$ cat src/include/gauge_ctl_pkg.sv
// constants and carriers for the control subcommand unit
package gauge_ctl_pkg;
  // subcommand codes
  localparam logic [15:0] SC_STATUS = 16'h0000;
  localparam logic [15:0] SC_DEV_TYPE = 16'h0001;
  localparam logic [15:0] SC_FW_REV = 16'h0002;
  localparam logic [15:0] SC_HW_REV = 16'h0003;
  localparam logic [15:0] SC_RESET_COUNT = 16'h0005;
  localparam logic [15:0] SC_LAST_SUB = 16'h0007;
  localparam logic [15:0] SC_CHEMISTRY_ID_QUERY = 16'h0008;
  localparam logic [15:0] SC_BOARD_CAL = 16'h0009;
  localparam logic [15:0] SC_CNT_CAL = 16'h000a;
  localparam logic [15:0] SC_CNT_STORE = 16'h000b;
  localparam logic [15:0] SC_FLASH_REV = 16'h000c;
  localparam logic [15:0] SC_ARM_DEEP = 16'h0010;
  localparam logic [15:0] SC_CHEM_SUM = 16'h0017;
  localparam logic [15:0] SC_CURRENT = 16'h0018;
  localparam logic [15:0] SC_LOCK = 16'h0020;
  localparam logic [15:0] SC_GAUGE_START = 16'h0021;
  localparam logic [15:0] SC_CAL_TOGGLE = 16'h002d;
  localparam logic [15:0] SC_FULL_RESET = 16'h0041;
  localparam logic [15:0] SC_CAL_EXIT = 16'h0080;
  localparam logic [15:0] SC_CAL_ENTER = 16'h0081;
  localparam logic [15:0] SC_CAL_OFFSET = 16'h0082;
  localparam logic [15:0] LAST_SUB_LIMIT = 16'h0020;
  // command pair codes on the serial link
  localparam logic [7:0] CMD_CTL_LO = 8'h00;
  localparam logic [7:0] CMD_CTL_HI = 8'h01;
  // status word field positions
  localparam int BIT_FULL_LOCKED = 14;
  localparam int BIT_LOCKED = 13;
  localparam int BIT_CAL_MODE = 12;
  localparam int BIT_CNT_CAL = 11;
  localparam int BIT_BOARD_CAL = 10;
  localparam int BIT_FLASH_SUM = 9;
  localparam int BIT_DEEP_DOZE = 5;
  localparam int BIT_SLEEP = 4;
  localparam int BIT_CONST_POWER = 3;
  localparam int BIT_RES_OFF = 2;
  localparam int BIT_VOLT_GOOD = 1;
  localparam int BIT_CAP_ON = 0;
  localparam int BIT_LEARN_GAUGE = 2;
  localparam logic [15:0] CHKSUM_MASK = 16'h7fff;
  localparam logic [15:0] CHKSUM_FAIL = 16'h8000;
  // wake clock stretch, least 6 ms
  localparam longint WAKE_STRETCH_NS = 64'd6000000;
  localparam longint CLK_PERIOD_NS = 64'd5;
  localparam int WAKE_STRETCH_CYC = int'((WAKE_STRETCH_NS + CLK_PERIOD_NS - 64'd1) / CLK_PERIOD_NS);

  // one byte transaction from the serial engine
  typedef struct packed {
    logic valid;
    logic write;
    logic [7:0] cmd;
    logic [7:0] data;
  } bus_xfer_s;

  // gauge side status fed into the word
  typedef struct packed {
    logic full_locked;
    logic flash_sum_ok;
    logic sleep;
    logic const_power;
    logic res_off;
    logic volt_bad;
  } gauge_state_s;

  // one-cycle action strobes toward the gauge core
  typedef struct packed {
    logic board_cal_start;
    logic cnt_cal_start;
    logic cnt_store;
    logic chem_sum_start;
    logic full_reset;
  } action_s;
endpackage

$ cat src/hw/ctl_word_pair.sv
// two-byte control word holding register with byte read and write ports
`timescale 1ns/1ps
module ctl_word_pair (
  input wire logic clk,
  input wire logic rst,
  input wire logic wr_lo,
  input wire logic wr_hi,
  input wire logic [7:0] wr_byte,
  input wire logic load,
  input wire logic [15:0] load_word,
  input wire logic rd_sel_hi,
  output logic [15:0] word,
  output logic [7:0] rd_byte
);
  logic [15:0] word_reg;

  // ----------------------------------------
  // storage; a load from the decoder wins over a host byte
  // ----------------------------------------
  always_ff @(posedge clk) begin
    if (rst) begin
      word_reg <= 16'h0000;
    end else if (load) begin
      word_reg <= load_word;
    end else begin
      if (wr_lo) begin
        word_reg[7:0] <= wr_byte;
      end
      if (wr_hi) begin
        word_reg[15:8] <= wr_byte;
      end
    end
  end

  always_ff @(posedge clk) begin
    if (rst) begin
      rd_byte <= 8'h00;
    end else begin
      rd_byte <= rd_sel_hi ? word_reg[15:8] : word_reg[7:0];
    end
  end

  assign word = word_reg;
endmodule

$ cat src/hw/gauge_control_subcommand_unit.sv
// control subcommand decoder and status word of the gauge
`timescale 1ns/1ps
// How it works
// - host writes a two-byte subcommand to the control pair; decoder picks the function
// - code 0000 returns the status word; allowed while locked
// - high byte: full-locked 6, locked 5, cal 4, counter cal 3, board cal 2, sum ok 1
// - low byte: deep doze 5, sleep 4, const power 3, res off 2, volt ok 1, cap on 0
// - code 0001 returns a fixed device type; allowed while locked
// - codes 0002 and 0003 return firmware and hardware revisions; allowed while locked
// - code 0005 returns reset count; refused while locked
// - code 0007 returns previous subcommand, always below 0020
// - codes 0008 and 000c return chemistry id and flash revision; allowed locked
// - code 0009 starts board calibration; board busy flag set throughout
// - code 000a starts counter calibration; counter busy flag set throughout
// - code 000b stores counter offset persistently
// - code 0010 sets deep doze flag; deep sleep entered after sleep seen
// - first i2c message in deep sleep is stretched 6 to 8 ms
// - first single-wire message in deep sleep is dropped; host repeats it
// - any traffic in deep sleep returns to sleep and clears deep doze
// - code 0017 checks 15-bit chemistry sum; top bit set on mismatch
// - code 0018 returns instantaneous current; allowed while locked
// - code 0020 moves open state into locked state
// - code 0021, open only, starts gauging, sets learn bit 2, volt ok, cap on
// - code 0041 does a full reset, only while open
// - 002d toggles, 0081 enters, 0080 exits cal mode; flag follows
// - code 0082 reports counter offset in cal mode; refused while locked
// - command word moves as two byte transactions at 00 and 01
module gauge_control_subcommand_unit #(
  parameter logic [15:0] DEVICE_TYPE = 16'h1234, // arbitrary value
  parameter logic [15:0] FW_REV = 16'h0100,
  parameter logic [15:0] HW_REV = 16'h0001,
  parameter logic [15:0] FLASH_REV = 16'h0001,
  parameter logic [15:0] CHEMISTRY_ID_QUERY = 16'h0100,
  parameter int STRETCH_CYC = gauge_ctl_pkg::WAKE_STRETCH_CYC
) (
  input wire logic clk,
  input wire logic rst,
  input wire gauge_ctl_pkg::bus_xfer_s xfer,
  input wire logic xfer_is_i2c,
  input wire logic msg_start,
  input wire gauge_ctl_pkg::gauge_state_s gstate,
  input wire logic [15:0] reset_count,
  input wire logic [15:0] current_now,
  input wire logic [15:0] cnt_offset,
  input wire logic board_cal_done,
  input wire logic cnt_cal_done,
  input wire logic chem_sum_done,
  input wire logic [15:0] chem_sum_raw,
  input wire logic [15:0] chem_sum_stored,
  output logic [7:0] rd_byte,
  output logic scl_stretch,
  output logic drop_msg,
  output logic osc_off,
  output logic [7:0] learn_progress,
  output gauge_ctl_pkg::action_s act,
  output logic [15:0] status_word
);
  typedef enum logic [1:0] {PWR_AWAKE, PWR_ARMED, PWR_DEEP, PWR_WAKING} pwr_e;

  logic locked_reg, cal_reg, cnt_busy_reg, board_busy_reg, doze_reg, volt_reg, cap_reg;
  logic sum_busy_reg, hi_seen_reg, cmd_go_reg;
  logic [15:0] last_sub_reg, cmd_word;
  logic [15:0] load_word;
  logic load;
  logic [7:0] learn_reg;
  logic [31:0] stretch_reg;
  pwr_e pwr_reg;
  gauge_ctl_pkg::action_s act_reg;
  logic ctl_wr_lo, ctl_wr_hi, traffic;

  // ----------------------------------------
  // decode helpers
  // ----------------------------------------
  function automatic logic allowed_locked(input logic [15:0] code);
    unique case (code)
      gauge_ctl_pkg::SC_STATUS, gauge_ctl_pkg::SC_DEV_TYPE, gauge_ctl_pkg::SC_FW_REV,
      gauge_ctl_pkg::SC_HW_REV, gauge_ctl_pkg::SC_CHEMISTRY_ID_QUERY, gauge_ctl_pkg::SC_FLASH_REV,
      gauge_ctl_pkg::SC_CHEM_SUM, gauge_ctl_pkg::SC_CURRENT: allowed_locked = 1'b1;
      default: allowed_locked = 1'b0;
    endcase
  endfunction

  function automatic logic is_code(input logic [15:0] code, input logic [15:0] ref_code);
    is_code = (code == ref_code);
  endfunction

  // ----------------------------------------
  // byte transactions on the control pair
  // ----------------------------------------
  // bytes land in the pair; a write to the high byte completes the subcommand
  assign ctl_wr_lo = xfer.valid && xfer.write && (xfer.cmd == gauge_ctl_pkg::CMD_CTL_LO);
  assign ctl_wr_hi = xfer.valid && xfer.write && (xfer.cmd == gauge_ctl_pkg::CMD_CTL_HI);
  assign traffic = msg_start;

  always_ff @(posedge clk) begin
    if (rst) begin
      hi_seen_reg <= 1'b0;
      cmd_go_reg <= 1'b0;
    end else begin
      hi_seen_reg <= ctl_wr_hi;
      cmd_go_reg <= hi_seen_reg;
    end
  end

  // one cycle after the high byte lands the word is whole
  logic go;
  logic permit;
  assign go = cmd_go_reg;
  assign permit = !locked_reg || allowed_locked(cmd_word);

  // ----------------------------------------
  // status word assembly
  // ----------------------------------------
  always_comb begin
    status_word = 16'h0000;
    status_word[gauge_ctl_pkg::BIT_FULL_LOCKED] = gstate.full_locked;
    status_word[gauge_ctl_pkg::BIT_LOCKED] = locked_reg;
    status_word[gauge_ctl_pkg::BIT_CAL_MODE] = cal_reg;
    status_word[gauge_ctl_pkg::BIT_CNT_CAL] = cnt_busy_reg;
    status_word[gauge_ctl_pkg::BIT_BOARD_CAL] = board_busy_reg;
    status_word[gauge_ctl_pkg::BIT_FLASH_SUM] = gstate.flash_sum_ok;
    status_word[gauge_ctl_pkg::BIT_DEEP_DOZE] = doze_reg;
    status_word[gauge_ctl_pkg::BIT_SLEEP] = gstate.sleep;
    status_word[gauge_ctl_pkg::BIT_CONST_POWER] = gstate.const_power;
    status_word[gauge_ctl_pkg::BIT_RES_OFF] = gstate.res_off;
    status_word[gauge_ctl_pkg::BIT_VOLT_GOOD] = volt_reg;
    status_word[gauge_ctl_pkg::BIT_CAP_ON] = cap_reg;
  end

  // ----------------------------------------
  // answer word selection
  // ----------------------------------------
  always_comb begin
    load = 1'b0;
    load_word = 16'h0000;
    if (go && permit) begin
      load = 1'b1;
      unique case (cmd_word)
        gauge_ctl_pkg::SC_STATUS: load_word = status_word;
        gauge_ctl_pkg::SC_DEV_TYPE: load_word = DEVICE_TYPE;
        gauge_ctl_pkg::SC_FW_REV: load_word = FW_REV;
        gauge_ctl_pkg::SC_HW_REV: load_word = HW_REV;
        gauge_ctl_pkg::SC_RESET_COUNT: load_word = reset_count;
        gauge_ctl_pkg::SC_LAST_SUB: load_word = last_sub_reg;
        gauge_ctl_pkg::SC_CHEMISTRY_ID_QUERY: load_word = CHEMISTRY_ID_QUERY;
        gauge_ctl_pkg::SC_FLASH_REV: load_word = FLASH_REV;
        gauge_ctl_pkg::SC_CURRENT: load_word = current_now;
        gauge_ctl_pkg::SC_CAL_OFFSET: begin
          load = cal_reg;
          load_word = cnt_offset;
        end
        default: load = 1'b0;
      endcase
    end
    // checksum verdict lands when the core finishes
    if (chem_sum_done && sum_busy_reg) begin
      load = 1'b1;
      load_word = ((chem_sum_raw & gauge_ctl_pkg::CHKSUM_MASK) == (chem_sum_stored & gauge_ctl_pkg::CHKSUM_MASK))
        ? (chem_sum_raw & gauge_ctl_pkg::CHKSUM_MASK)
        : ((chem_sum_raw & gauge_ctl_pkg::CHKSUM_MASK) | gauge_ctl_pkg::CHKSUM_FAIL);
    end
  end

  ctl_word_pair u_pair (
    .clk(clk),
    .rst(rst),
    .wr_lo(ctl_wr_lo),
    .wr_hi(ctl_wr_hi),
    .wr_byte(xfer.data),
    .load(load),
    .load_word(load_word),
    .rd_sel_hi(xfer.cmd == gauge_ctl_pkg::CMD_CTL_HI),
    .word(cmd_word),
    .rd_byte(rd_byte)
  );

  // ----------------------------------------
  // previous subcommand, kept below the limit
  // ----------------------------------------
  always_ff @(posedge clk) begin
    if (rst) begin
      last_sub_reg <= 16'h0000;
    end else if (go && permit && cmd_word < gauge_ctl_pkg::LAST_SUB_LIMIT) begin
      last_sub_reg <= cmd_word;
    end
  end

  // ----------------------------------------
  // access state and calibration mode
  // ----------------------------------------
  always_ff @(posedge clk) begin
    if (rst) begin
      locked_reg <= 1'b0;
    end else if (go && !locked_reg && is_code(cmd_word, gauge_ctl_pkg::SC_LOCK)) begin
      locked_reg <= 1'b1;
    end
  end

  always_ff @(posedge clk) begin
    if (rst) begin
      cal_reg <= 1'b0;
    end else if (go && permit) begin
      if (is_code(cmd_word, gauge_ctl_pkg::SC_CAL_TOGGLE)) begin
        cal_reg <= !cal_reg;
      end else if (is_code(cmd_word, gauge_ctl_pkg::SC_CAL_ENTER)) begin
        cal_reg <= 1'b1;
      end else if (is_code(cmd_word, gauge_ctl_pkg::SC_CAL_EXIT)) begin
        cal_reg <= 1'b0;
      end
    end
  end

  // ----------------------------------------
  // calibration and checksum busy flags; a start beats a same-cycle done
  // ----------------------------------------
  always_ff @(posedge clk) begin
    if (rst) begin
      board_busy_reg <= 1'b0;
      cnt_busy_reg <= 1'b0;
      sum_busy_reg <= 1'b0;
    end else begin
      if (go && permit && is_code(cmd_word, gauge_ctl_pkg::SC_BOARD_CAL)) begin
        board_busy_reg <= 1'b1;
      end else if (board_cal_done) begin
        board_busy_reg <= 1'b0;
      end
      if (go && permit && is_code(cmd_word, gauge_ctl_pkg::SC_CNT_CAL)) begin
        cnt_busy_reg <= 1'b1;
      end else if (cnt_cal_done) begin
        cnt_busy_reg <= 1'b0;
      end
      if (go && permit && is_code(cmd_word, gauge_ctl_pkg::SC_CHEM_SUM)) begin
        sum_busy_reg <= 1'b1;
      end else if (chem_sum_done) begin
        sum_busy_reg <= 1'b0;
      end
    end
  end

  // ----------------------------------------
  // action strobes toward the gauge core
  // ----------------------------------------
  always_ff @(posedge clk) begin
    if (rst) begin
      act_reg <= '0;
    end else begin
      act_reg.board_cal_start <= go && permit && is_code(cmd_word, gauge_ctl_pkg::SC_BOARD_CAL);
      act_reg.cnt_cal_start <= go && permit && is_code(cmd_word, gauge_ctl_pkg::SC_CNT_CAL);
      act_reg.cnt_store <= go && permit && is_code(cmd_word, gauge_ctl_pkg::SC_CNT_STORE);
      act_reg.chem_sum_start <= go && permit && is_code(cmd_word, gauge_ctl_pkg::SC_CHEM_SUM);
      act_reg.full_reset <= go && !locked_reg && is_code(cmd_word, gauge_ctl_pkg::SC_FULL_RESET);
    end
  end
  assign act = act_reg;

  // ----------------------------------------
  // gauging enable; capacity update is sticky by design
  // ----------------------------------------
  always_ff @(posedge clk) begin
    if (rst) begin
      volt_reg <= 1'b0;
      cap_reg <= 1'b0;
      learn_reg <= 8'h00;
    end else begin
      if (go && !locked_reg && is_code(cmd_word, gauge_ctl_pkg::SC_GAUGE_START)) begin
        volt_reg <= 1'b1;
        cap_reg <= 1'b1;
        learn_reg[gauge_ctl_pkg::BIT_LEARN_GAUGE] <= 1'b1;
      end else if (gstate.volt_bad) begin
        volt_reg <= 1'b0;
      end
    end
  end
  assign learn_progress = learn_reg;

  // ----------------------------------------
  // deep sleep arming and wake
  // ----------------------------------------
  always_ff @(posedge clk) begin
    if (rst) begin
      pwr_reg <= PWR_AWAKE;
      doze_reg <= 1'b0;
      stretch_reg <= '0;
    end else begin
      unique case (pwr_reg)
        PWR_AWAKE: begin
          if (go && permit && is_code(cmd_word, gauge_ctl_pkg::SC_ARM_DEEP)) begin
            doze_reg <= 1'b1;
            pwr_reg <= PWR_ARMED;
          end
        end
        PWR_ARMED: begin
          if (traffic) begin
            doze_reg <= 1'b0;
            pwr_reg <= PWR_AWAKE;
          end else if (gstate.sleep) begin
            pwr_reg <= PWR_DEEP;
          end
        end
        PWR_DEEP: begin
          if (traffic) begin
            doze_reg <= 1'b0;
            stretch_reg <= 32'(STRETCH_CYC);
            pwr_reg <= xfer_is_i2c ? PWR_WAKING : PWR_AWAKE;
          end
        end
        PWR_WAKING: begin
          // oscillator restart; scl is held low the whole count
          if (stretch_reg <= 32'd1) begin
            pwr_reg <= PWR_AWAKE;
          end
          stretch_reg <= stretch_reg - 32'd1;
        end
      endcase
    end
  end

  assign osc_off = (pwr_reg == PWR_DEEP);
  assign scl_stretch = (pwr_reg == PWR_WAKING) || (osc_off && traffic && xfer_is_i2c);
  // single-wire host must repeat the dropped message
  assign drop_msg = osc_off && traffic && !xfer_is_i2c;
endmodule

$ cat config.mk
export PLATFORM = sky130hd
export DESIGN_NAME = gauge_control_subcommand_unit
export DESIGN_NICKNAME = d
export VERILOG_FILES = /design/src/include/gauge_ctl_pkg.sv /design/src/hw/ctl_word_pair.sv /design/src/hw/gauge_control_subcommand_unit.sv
export SDC_FILE = /design/constraint.sdc
export NUM_CORES = 1
export LEC_CHECK = 0
export ABC_CLOCK_PERIOD_IN_PS = 3500
export BUFFER_PORTS_ARGS = -buffer_cell sky130_fd_sc_hd__buf_2
export CAP_MARGIN = 10
export CORE_UTILIZATION = 28
export CTS_CLUSTER_SIZE = 16
export DETAILED_ROUTE_END_ITERATION = 8
export SLEW_MARGIN = 20
export SYNTH_ARGS = -nofsm -noshare
export SYNTH_HDL_FRONTEND = slang
export SYNTH_HIERARCHICAL = 1
export SYNTH_SLANG_ARGS = --single-unit
$ cat constraint.sdc
create_clock -name clk -period 3.5 [get_ports clk]
set_input_delay 0.175 -clock clk [delete_from_list [all_inputs] [get_ports clk]]
set_output_delay 0.175 -clock clk [all_outputs]
set_load 0.005 [all_outputs]
==> qor.yml, run 1 <==
run_status:
  status: "completed"
worst_hold_path:
  whs_path_depth: 4
  hold_class: "in -> reg"
place:
  portBuffers: 137
  gp_congestion: 0.899
  dp_hpwl_um: 12800
logic_synthesis:
  avgSynthCellArea_um2: 8.59
  ys_types: 70
  synthFlopType: "dfxtp_1"
  ys_seq_area_frac: 0.337
  yosysWarnings: 6
  synth-seq-cells: 89
  async_flop_share: 0
  syn_area_mm2: 0.00528
  synth_cells: 615
  synth-edff-count: 0
detailed_routing:
  first_pass_iters: 5
  drtIter0Drc: 370
  avgRoutedWirePerCell_um: 17.2
  via_count: 5065
  ant_nets: 0
  wirelength_um: 16700
  viasPerCell: 5.20
  drc: 0
layout:
  fin_util: 0.352
  diodes: 0
  fin_nets: 859
  largest_reg_flops: 32
  drive_gt1_frac: 0.272
  area_growth_pct: 21.4
worst_setup_path:
  cp.depth: 7
  start_kind: "flip-flop"
  end_kind: "flip-flop"
  cp_slowest_cell: "or4_1"
  critPathKind: "reg -> reg"
  worstPathArrival_ns: 3.35
  required_ns: 3.77
  crit_family: "compound AO/OA/AOI/OAI gates"
  path_cells: "or4_1 > a2111oi_0 > a22oi_1 > a32o_1 > a211oi_1 > nor2b_1 > a211oi_2"
  reg2reg_depth: 7
  crit_fanout: 13
  cp.buffers_inverters: 0
  cp_slowest_stage_delay_ns: 0.77
floorplan:
  core_mm2: 0.0182
  rows: 49
  die_h_um: 139
  die-area_mm2: 0.0194
  io_pins: 151
  start_util: 0.290
  die_x_um: 139
cts:
  cts-hold-fix-buffers: 0
  cts_setup_buffers: 0
  cts_resized: 0
  clock_path_buffers: 2
  clk_latency_ns: 0.35
  clkTransAtPathRegs_ns: 0.06
  cts_buffers: 9
  clkSinkCount: 89
  ctsHtreeMaxLevel: 3
  clock-root-buffer: "clkbuf_16"
  cts_tree: "yes"
global_routing:
  grt_max_degree: 56
  grt_pass1_vias: 4734
  grt_pass1_wl_um: 26100
  grt_antenna_before_repair: 0
  grt_overflow: 0
  track_usage: 0.174
sta:
  drv_slew: 0
  fin_crit_sh: 0.882
  layout_min_cycle_time_ns: 3.09
  skew_ns: 0.00499
  setup_tns_ns: 0
  hold_viol: 0
  slew_headroom: 0.425
  worstMarginPinSlew_ns: 0.859
  grt_setup_unrepaired: "false"
  setup_viol: 0
  max_freq_mhz: 324
power_and_ir_drop:
  power_leakage_uw: 0.00267
  max-vdd-ir-drop_uv: 233
  power_density_mw_per_mm2: 319
job:
  drv_cap: 0
[area by class of cell]
cell class	count	area [um2]
inverters	19	71.3
multi-input cells	459	3120
fillers	1905	11800
flip-flops and latches	89	1780
repair buffers	163	881
clock buffers	12	246
well taps	229	287
clock inverters	3	17.5
[cell families (layout without fill, tap and decap cells)]
kind of cell / count (synthesis) / in the layout / share of synthesized area
simple gates: 244 / 244 / 0.258
compound gates: 130 / 130 / 0.191
flops: 89 / 89 / 0.337
buf+inv: 77 / 197 / 0.0780
xor+xnor: 36 / 36 / 0.0597
mux: 31 / 31 / 0.0588
fa+ha+maj: 7 / 7 / 0.0166
other cells: 1 / 11 / 0.000710
[where the power goes]
| part | switching (uW) | internal [uW] | leakage (uW) | total, uW |
|---|---|---|---|---|
| Clock | 396 | 495 | 0.000128 | 891 |
| Combinational | 76.0 | 63.4 | 0.00182 | 139 |
| Sequential | 0.468 | 1010 | 0.000716 | 1010 |
[cell usage after synthesis, types with 13 or more instances]
master    count  share of area
xor2_1       23          0.038
dfxtp_1      89           0.34
nor3_1       13          0.012
xnor2_1      13          0.022
a211oi_1     18          0.026
inv_1        18          0.013
clkbuf_1     22          0.016
nor4_1       24          0.028
nor2_1       66          0.047
and3_1       14          0.017
nor2b_1      20          0.024
a21oi_1      32          0.030
buf_4        24          0.034
mux2i_1      31          0.059
nand2_1      29          0.021
[worst register-to-register path, stage by stage (launching register included)]
cell	delay (ns)
dfxtp_1	0.33
or4_1	0.77
a2111oi_0	0.55
a22oi_1	0.20
a32o_1	0.42
a211oi_1	0.43
nor2b_1	0.11
a211oi_2	0.20
[metrics by stage]
| stage | area (um2) | cells | hold WS [ns] | setup slack (ns) | power, uW |
|---|---|---|---|---|---|
| final | 6410 | 974 | 0.0915 | 0.414 | 2040 |
| after CTS | 6410 | 974 | 0.0735 | 0.471 | 2080 |
| after global placement | 6140 | 959 | 0.425 | 0.549 | 1170 |
| after global routing | 6410 | 974 | 0.109 | 0.239 | 2120 |
| after detailed placement | 6140 | 959 | 0.429 | 0.486 | 1170 |
| after floorplan | 5320 | 625 | 0.248 | 0.782 | 1090 |
[final timing paths]
| path | end | from | slack, ns |
|---|---|---|---|
| max | u_pair/word[10] | u_pair/word[15] | 0.41 |
| min | board_busy_reg | board_cal_done | 0.09 |
| max reg2reg | u_pair/word[10] | u_pair/word[15] | 0.41 |
| min reg2reg | cmd_go_reg | hi_seen_reg | 0.45 |
[metal layers]
layer / GRT usage / vias to the layer above / share of wire / routed length (um)
met2: 0.264 / 161 / 0.45 / 7510
met4: 0.0784 / 0 / 0.026 / 432
met5: 0 / - / 0 / 0
li1: - / 2511 / - / -
met3: 0.0268 / 31 / 0.050 / 836
met1: 0.242 / 2362 / 0.48 / 7960
[placed cells by master, fill, tap and decap left out, types with 8 or more instances in the layout]
| cell | n |
|---|---|
| a211oi_1 | 18 |
| a211oi_2 | 10 |
| a21oi_1 | 32 |
| a22oi_1 | 8 |
| and3_1 | 14 |
| buf_2 | 137 |
| buf_4 | 26 |
| clkbuf_16 | 9 |
| conb_1 | 11 |
| dfxtp_1 | 89 |
| inv_1 | 18 |
| mux2i_1 | 31 |
| nand2_1 | 29 |
| nand3_1 | 12 |
| nor2_1 | 66 |
| nor2b_1 | 20 |
| nor3_1 | 13 |
| nor4_1 | 24 |
| or3_1 | 10 |
| or4_1 | 9 |
| xnor2_1 | 13 |
| xor2_1 | 23 |
Power figures use the tool's default switching activity.
==> run 2: changes to the inputs <==
Settings changed: PLACE_DENSITY_LB_ADDON set to 0.1.
==> run 2 against run 1 <==
  * Cell count decreased by 0.10%
  * Sequential share of layout area is 0.097 points lower
  * First-iteration DRC count is 14% higher
  * Critical path depth stayed put
  * Clock-buffer cell count down 1
  * Critical endpoint is now u_pair/word[8]
  * Largest cell class unchanged
==> qor.yml, run 2 (synthesis gave the netlist of run 1 again) <==
global_routing:
  grt_max_degree: 56  # unchanged
  grt_antenna_before_repair: 0  # unchanged
  track_usage: 0.185  # was 0.174
  grt_pass1_wl_um: 27700  # was 26100 um
  grt_pass1_vias: 4907  # was 4734
  grt_overflow: 0  # unchanged
layout:
  final_common_cell: "buf_2"  # unchanged
  drive_gt1_frac: 0.273  # was 0.272
  seq_area_mm2: 0.00178  # unchanged
  diodes: 0  # unchanged
  fillers: 1930  # was 1905
  final_cell_mix: "buf_2 (137), dfxtp_1 (89), nor2_1 (66), a21oi_1 (32), mux2i_1 (31)"  # unchanged
  area_growth_pct: 21.8  # was 21.4%
  largest_reg_flops: 32  # unchanged
  fin_nets: 858  # was 859
  multi_input_area_mm2: 0.00312  # unchanged
  final_cell_area_mm2: 0.00643  # was 0.00641 mm2
place:
  portBuffers: 137  # unchanged
  gp_congestion: 0.866  # was 0.899
  place_ws_ns: 0.440  # was 0.486 ns
  dp_hpwl_um: 13400  # was 12800 um
  placed_area_mm2: 0.00614  # about the same
cts:
  clock-root-buffer: "clkbuf_16"  # unchanged
  cts_buffers: 9  # unchanged
  cts_tree: "yes"  # unchanged
  cts_resized: 0  # unchanged
  clk_latency_ns: 0.35  # about the same
  ctsHtreeMaxLevel: 3  # unchanged
  clock_path_buffers: 2  # unchanged
  clkSinkCount: 89  # unchanged
  cts-hold-fix-buffers: 0  # unchanged
  cts_setup_buffers: 0  # unchanged
  clkTransAtPathRegs_ns: 0.07  # was 0.06 ns
sta:
  setup_tns_ns: 0  # unchanged
  worstMarginPinSlew_ns: 0.867  # was 0.859 ns
  hold_viol: 0  # unchanged
  skew_ns: 0.0109  # was 0.00499 ns
  max_freq_mhz: 316  # was 324 MHz
  setup_viol: 0  # unchanged
  hold-worst-slack_ns: 0.0860  # was 0.0915 ns
  fin_crit_sh: 0.904  # was 0.882
  slew_headroom: 0.420  # was 0.425
  finalWorstSetupSlack_ns: 0.335  # was 0.414 ns
  drv_slew: 0  # unchanged
  grt_setup_unrepaired: "false"  # unchanged
  layout_min_cycle_time_ns: 3.17  # was 3.09 ns
detailed_routing:
  avgRoutedWirePerCell_um: 18.2  # was 17.2 um
  drc: 0  # unchanged
  ant_nets: 0  # unchanged
  via_count: 5178  # was 5065
  drtIter0Drc: 420  # was 370
  first_pass_iters: 5  # unchanged
  viasPerCell: 5.32  # was 5.20
  wirelength_um: 17700  # was 16700 um
floorplan:
  die-area_mm2: 0.0194  # unchanged
  core_mm2: 0.0182  # unchanged
  rows: 49  # unchanged
  start_util: 0.290  # unchanged
  die_x_um: 139  # unchanged
  die_h_um: 139  # unchanged
  io_pins: 151  # unchanged
worst_setup_path:
  critPathKind: "reg -> reg"  # unchanged
  end_kind: "flip-flop"  # unchanged
  crit_fanout: 13  # unchanged
  start_kind: "flip-flop"  # unchanged
  required_ns: 3.77  # about the same
  worstPathArrival_ns: 3.43  # was 3.35 ns
run_status:
  status: "completed"  # unchanged
power_and_ir_drop:
  power_density_mw_per_mm2: 333  # was 319 mW/mm2
  power_leakage_uw: 0.00268  # was 0.00267 uW
  finalPower_uw: 2140  # was 2040 uW
  max-vdd-ir-drop_uv: 219  # was 233 uV
job:
  drv_cap: 0  # unchanged
worst_hold_path:
  hold_class: "in -> reg"  # unchanged
[run 2: cell count changes in the layout (fill, tap and decap cells not counted), sizes merged]
cell	previous run	this run
inv	19	20
clkbuf	12	11
buf	163	162
clkinv	2	1
bufinv	0	1
[run 2: stage by stage]
step,instances,utilization
3_3_place_gp,958,0.337
5_1_grt,973,0.353
4_1_cts,973,0.353
3_5_place_dp,958,0.337
6_report,973,0.353
2_1_floorplan,625,-
[run 2: routing by layer]
| metal | up-vias | part of all wire | routed length [um] | track usage |
|---|---|---|---|---|
| met5 | - | 0 | 0 | 0 |
| li1 | 2500 | - | - | - |
| met2 | 202 | 0.43 | 7640 | 0.278 |
| met4 | 0 | 0.011 | 198 | 0.0509 |
| met1 | 2463 | 0.50 | 8830 | 0.269 |
| met3 | 13 | 0.061 | 1080 | 0.0306 |
[run 2: area by class of cell]
type,instances,share of cell area
Clock buffer,11,0.0377
Clock inverter,4,0.00798
Inverter,19,0.0111
Multi-Input combinational cell,459,0.486
Sequential cell,89,0.277
Tap cell,229,0.0446
Timing Repair Buffer,162,0.136
[run 2: final timing paths]
check / from / endpoint / slack (ns) / cells past startpoint
setup / recovery: u_pair/word[10] / u_pair/word[8] / 0.33 / 7
hold reg to reg: hi_seen_reg / cmd_go_reg / 0.48 / 1
hold / removal: cnt_cal_done / cnt_busy_reg / 0.09 / 4
setup reg to reg: u_pair/word[10] / u_pair/word[8] / 0.33 / 7
[run 2: where the power goes]
part | total, uW | leakage [uW] | switching, uW | internal, uW
combinational | 138 | 0.00182 | 74.9 | 63.4
sequential | 1010 | 0.000716 | 0.453 | 1010
clock | 988 | 0.000142 | 417 | 571
total | 2140 | 0.00268 | 492 | 1650
[run 2: critical path, stage by stage, from the launching register on]
cell and delay [ns]:
dfxtp_1 0.34, or4_1 0.79, nor4_1 0.62, a22oi_1 0.21, a32o_1 0.45, a311oi_1 0.36, nor2b_1 0.10, a211oi_2 0.20
==> run 3: changes to the inputs <==
Settings changed: SLEW_MARGIN 20 to not set, SYNTH_HIERARCHICAL 1 to not set.
==> run 3 against run 2 <==
  * Hold slack got worse by 0.00099 ns
  * Via count fell by 6.5%
  * Core utilization fell by 0.24 points
  * Flip-flop and latch count rose by 1
  * Highest routed layer unchanged
  * Sequential power barely moved
  * Global-route usage fell by 0.072 points
  * Combinational power fell by 5%
  * Fmax barely moved
  * Clock power fell by 0.7%
  * Power fell by 0.14%
  * Critical path type unchanged
==> qor.yml, run 3 <==
logic_synthesis:
  synthFlopType: "dfxtp_1"  # unchanged
  synth_common_cells: "dfxtp_1 (90), nor2_1 (84), a21oi_1 (40)"  # was dfxtp_1 (89), nor2_1 (66), a21oi_1 (32)
  yosysTopAreaCell: "dfxtp_1"  # unchanged
  synth_most_common_cell: "dfxtp_1"  # unchanged
  synth_area_leaders: "dfxtp_1 (36%), nor2_1 (6.3%), xnor2_1 (4.7%)"  # was dfxtp_1 (34%), mux2i_1 (5.9%), nor2_1 (4.7%)
  avgSynthCellArea_um2: 8.28  # was 8.59 um2
  synth-seq-cells: 90  # was 89
  synth-edff-count: 0  # unchanged
  synth_top_area_frac: 0.358  # was 0.337
  async_flop_share: 0  # unchanged
  ys_types: 64  # was 70
  synth_cells: 608  # was 615
  ys_seq_area_frac: 0.358  # was 0.337
  syn_area_mm2: 0.00503  # was 0.00528 mm2
  yosysWarnings: 0  # was 6
cts:
  cts_buffers: 9  # unchanged
  clkSinkCount: 90  # was 89
  cts_resized: 0  # unchanged
  clock-root-buffer: "clkbuf_16"  # unchanged
  clock_path_buffers: 2  # unchanged
  clkTransAtPathRegs_ns: 0.07  # about the same
  cts_tree: "yes"  # unchanged
  ctsHtreeMaxLevel: 3  # unchanged
  cts-hold-fix-buffers: 0  # unchanged
  cts_setup_buffers: 0  # unchanged
  clk_latency_ns: 0.36  # was 0.35 ns
layout:
  multi_input_area_mm2: 0.00290  # was 0.00312 mm2
  diodes: 0  # unchanged
  fillers: 1861  # was 1930
  fin_nets: 836  # was 858
  seq_area_mm2: 0.00180  # was 0.00178 mm2
  final_cell_mix: "buf_2 (137), dfxtp_1 (90), nor2_1 (84), a21oi_1 (40), nand2_1 (35)"  # was buf_2 (137), dfxtp_1 (89), nor2_1 (66), a21oi_1 (32), mux2i_1 (31)
  area_growth_pct: 21.3  # was 21.8%
  final_common_cell: "buf_2"  # unchanged
  largest_reg_flops: 32  # unchanged
  drive_gt1_frac: 0.260  # was 0.273
place:
  dp_hpwl_um: 12400  # was 13400 um
  gp_congestion: 0.787  # was 0.866
  place_ws_ns: 0.287  # was 0.440 ns
  portBuffers: 137  # unchanged
sta:
  slew_headroom: 0.428  # was 0.420
  setup_tns_ns: 0  # unchanged
  finalWorstSetupSlack_ns: 0.332  # was 0.335 ns
  layout_min_cycle_time_ns: 3.17  # about the same
  fin_crit_sh: 0.905  # was 0.904
  drv_slew: 0  # unchanged
  grt_setup_unrepaired: "false"  # unchanged
  max_freq_mhz: 316  # about the same
  setup_viol: 0  # unchanged
  worstMarginPinSlew_ns: 0.858  # was 0.867 ns
  skew_ns: 0.00932  # was 0.0109 ns
  hold_viol: 0  # unchanged
global_routing:
  grt_antenna_before_repair: 0  # unchanged
  grt_overflow: 0  # unchanged
  grt_pass1_wl_um: 25900  # was 27700 um
  grt_pass1_vias: 4762  # was 4907
  grt_max_degree: 31  # was 56
  track_usage: 0.184  # was 0.185
worst_setup_path:
  cp_slowest_cell: "or4_1"  # unchanged
  path_common_cell: "o21ai_0"
  start_kind: "flip-flop"  # unchanged
  crit_fanout: 9  # was 13
  worstPathArrival_ns: 3.47  # was 3.43 ns
  end_kind: "flip-flop"  # unchanged
  path_cells: "or4_1 > nor4_2 > a22o_1 > a2111oi_0 > o21ai_0 > o21ai_0 > or4b_1 > nand3_1"  # was or4_1 > nor4_1 > a22oi_1 > a32o_1 > a311oi_1 > nor2b_1 > a211oi_2
  critPathKind: "reg -> reg"  # unchanged
  required_ns: 3.80  # was 3.77 ns
  cp_slowest_stage_delay_ns: 0.78  # was 0.79 ns
detailed_routing:
  wirelength_um: 16200  # was 17700 um
  avgRoutedWirePerCell_um: 17.1  # was 18.2 um
  ant_nets: 0  # unchanged
  drc: 0  # unchanged
  viasPerCell: 5.11  # was 5.32
  drtIter0Drc: 365  # was 420
  first_pass_iters: 5  # unchanged
  via_count: 4841  # was 5178
power_and_ir_drop:
  power_leakage_uw: 0.00259  # was 0.00268 uW
  max-vdd-ir-drop_uv: 236  # was 219 uV
  finalPower_uw: 2140  # about the same
  power_density_mw_per_mm2: 350  # was 333 mW/mm2
job:
  drv_cap: 0  # unchanged
floorplan:
  start_util: 0.289  # was 0.290
  die_x_um: 136  # was 139 um
  rows: 48  # was 49
  die_h_um: 136  # was 139 um
  core_mm2: 0.0174  # was 0.0182 mm2
  die-area_mm2: 0.0185  # was 0.0194 mm2
  io_pins: 151  # unchanged
run_status:
  status: "completed"  # unchanged
worst_hold_path:
  hold_class: "in -> reg"  # unchanged
[run 3: cell types whose count changed after synthesis, sizes merged, moves of 10 or more]
| cell | previous run | this run |
|---|---|---|
| a211oi | 28 | 5 |
| and2 | 2 | 12 |
| and3 | 14 | 2 |
| clkbuf | 22 | 34 |
| mux2i | 31 | 18 |
| nor2 | 66 | 84 |
| nor2b | 20 | 6 |
| xnor2 | 13 | 27 |
[run 3: worst max-delay path, delay by kind of cell, from the launching register on]
kind | cells | cell delay (ns)
and+or+nand+nor | 4 | 2.03
AOI/OAI and AO/OA | 4 | 0.75
DFF | 1 | 0.32
[run 3: kinds of logic after synthesis]
kind of cell / count (synthesis) / share of synthesized area
mux: 20 / 0.0403
compound gates: 125 / 0.167
xor+xnor: 41 / 0.0713
flops: 90 / 0.358
buf+inv: 73 / 0.0748
simple gates: 251 / 0.270
other cells: 1 / 0.000745
fa+ha+maj: 7 / 0.0174
[run 3: metrics by stage]
| step | hold slack (ns) | util | cell area, um2 | cells |
|---|---|---|---|---|
| floorplan | 0.265 | - | 5070 | 618 |
| global placement | 0.443 | 0.334 | 5820 | 932 |
| detailed placement | 0.445 | 0.334 | 5820 | 932 |
| CTS | 0.0726 | 0.351 | 6110 | 948 |
| global route | 0.0920 | 0.351 | 6110 | 948 |
| finish | 0.0850 | 0.351 | 6110 | 948 |
[run 3: worst paths after layout]
check	from	to	slack (ns)	cells after the start
setup / recovery	u_pair.word[8]	flip-flop	0.33	8
hold / removal	gstate[0]	volt_reg	0.09	3
hold reg to reg	last_sub_reg[5]	last_sub_reg[5]	0.46	1
setup reg to reg	u_pair.word[8]	flip-flop	0.33	8
[run 3: area by class of cell]
cell class | count | share of cell area
Inverter | 10 | 0.00614
Timing Repair Buffer | 152 | 0.131
Sequential cell | 90 | 0.295
Clock inverter | 7 | 0.0106
Clock buffer | 9 | 0.0369
Multi-Input combinational cell | 455 | 0.475
Tap cell | 225 | 0.0461
[run 3: report_power, final]
part | leakage, uW | internal (uW) | switching, uW
Combinational | 0.00172 | 63.8 | 67.5
Sequential | 0.000725 | 1020 | 0.390
Clock | 0.000141 | 503 | 478
[run 3: routing by layer]
layer / vias to the layer above / global-route usage / share of wire
li1: 2375 / - / -
met1: 2286 / 0.240 / 0.45
met2: 159 / 0.296 / 0.48
met5: - / 0 / 0
met4: 0 / 0.0617 / 0.017
met3: 21 / 0.0433 / 0.053
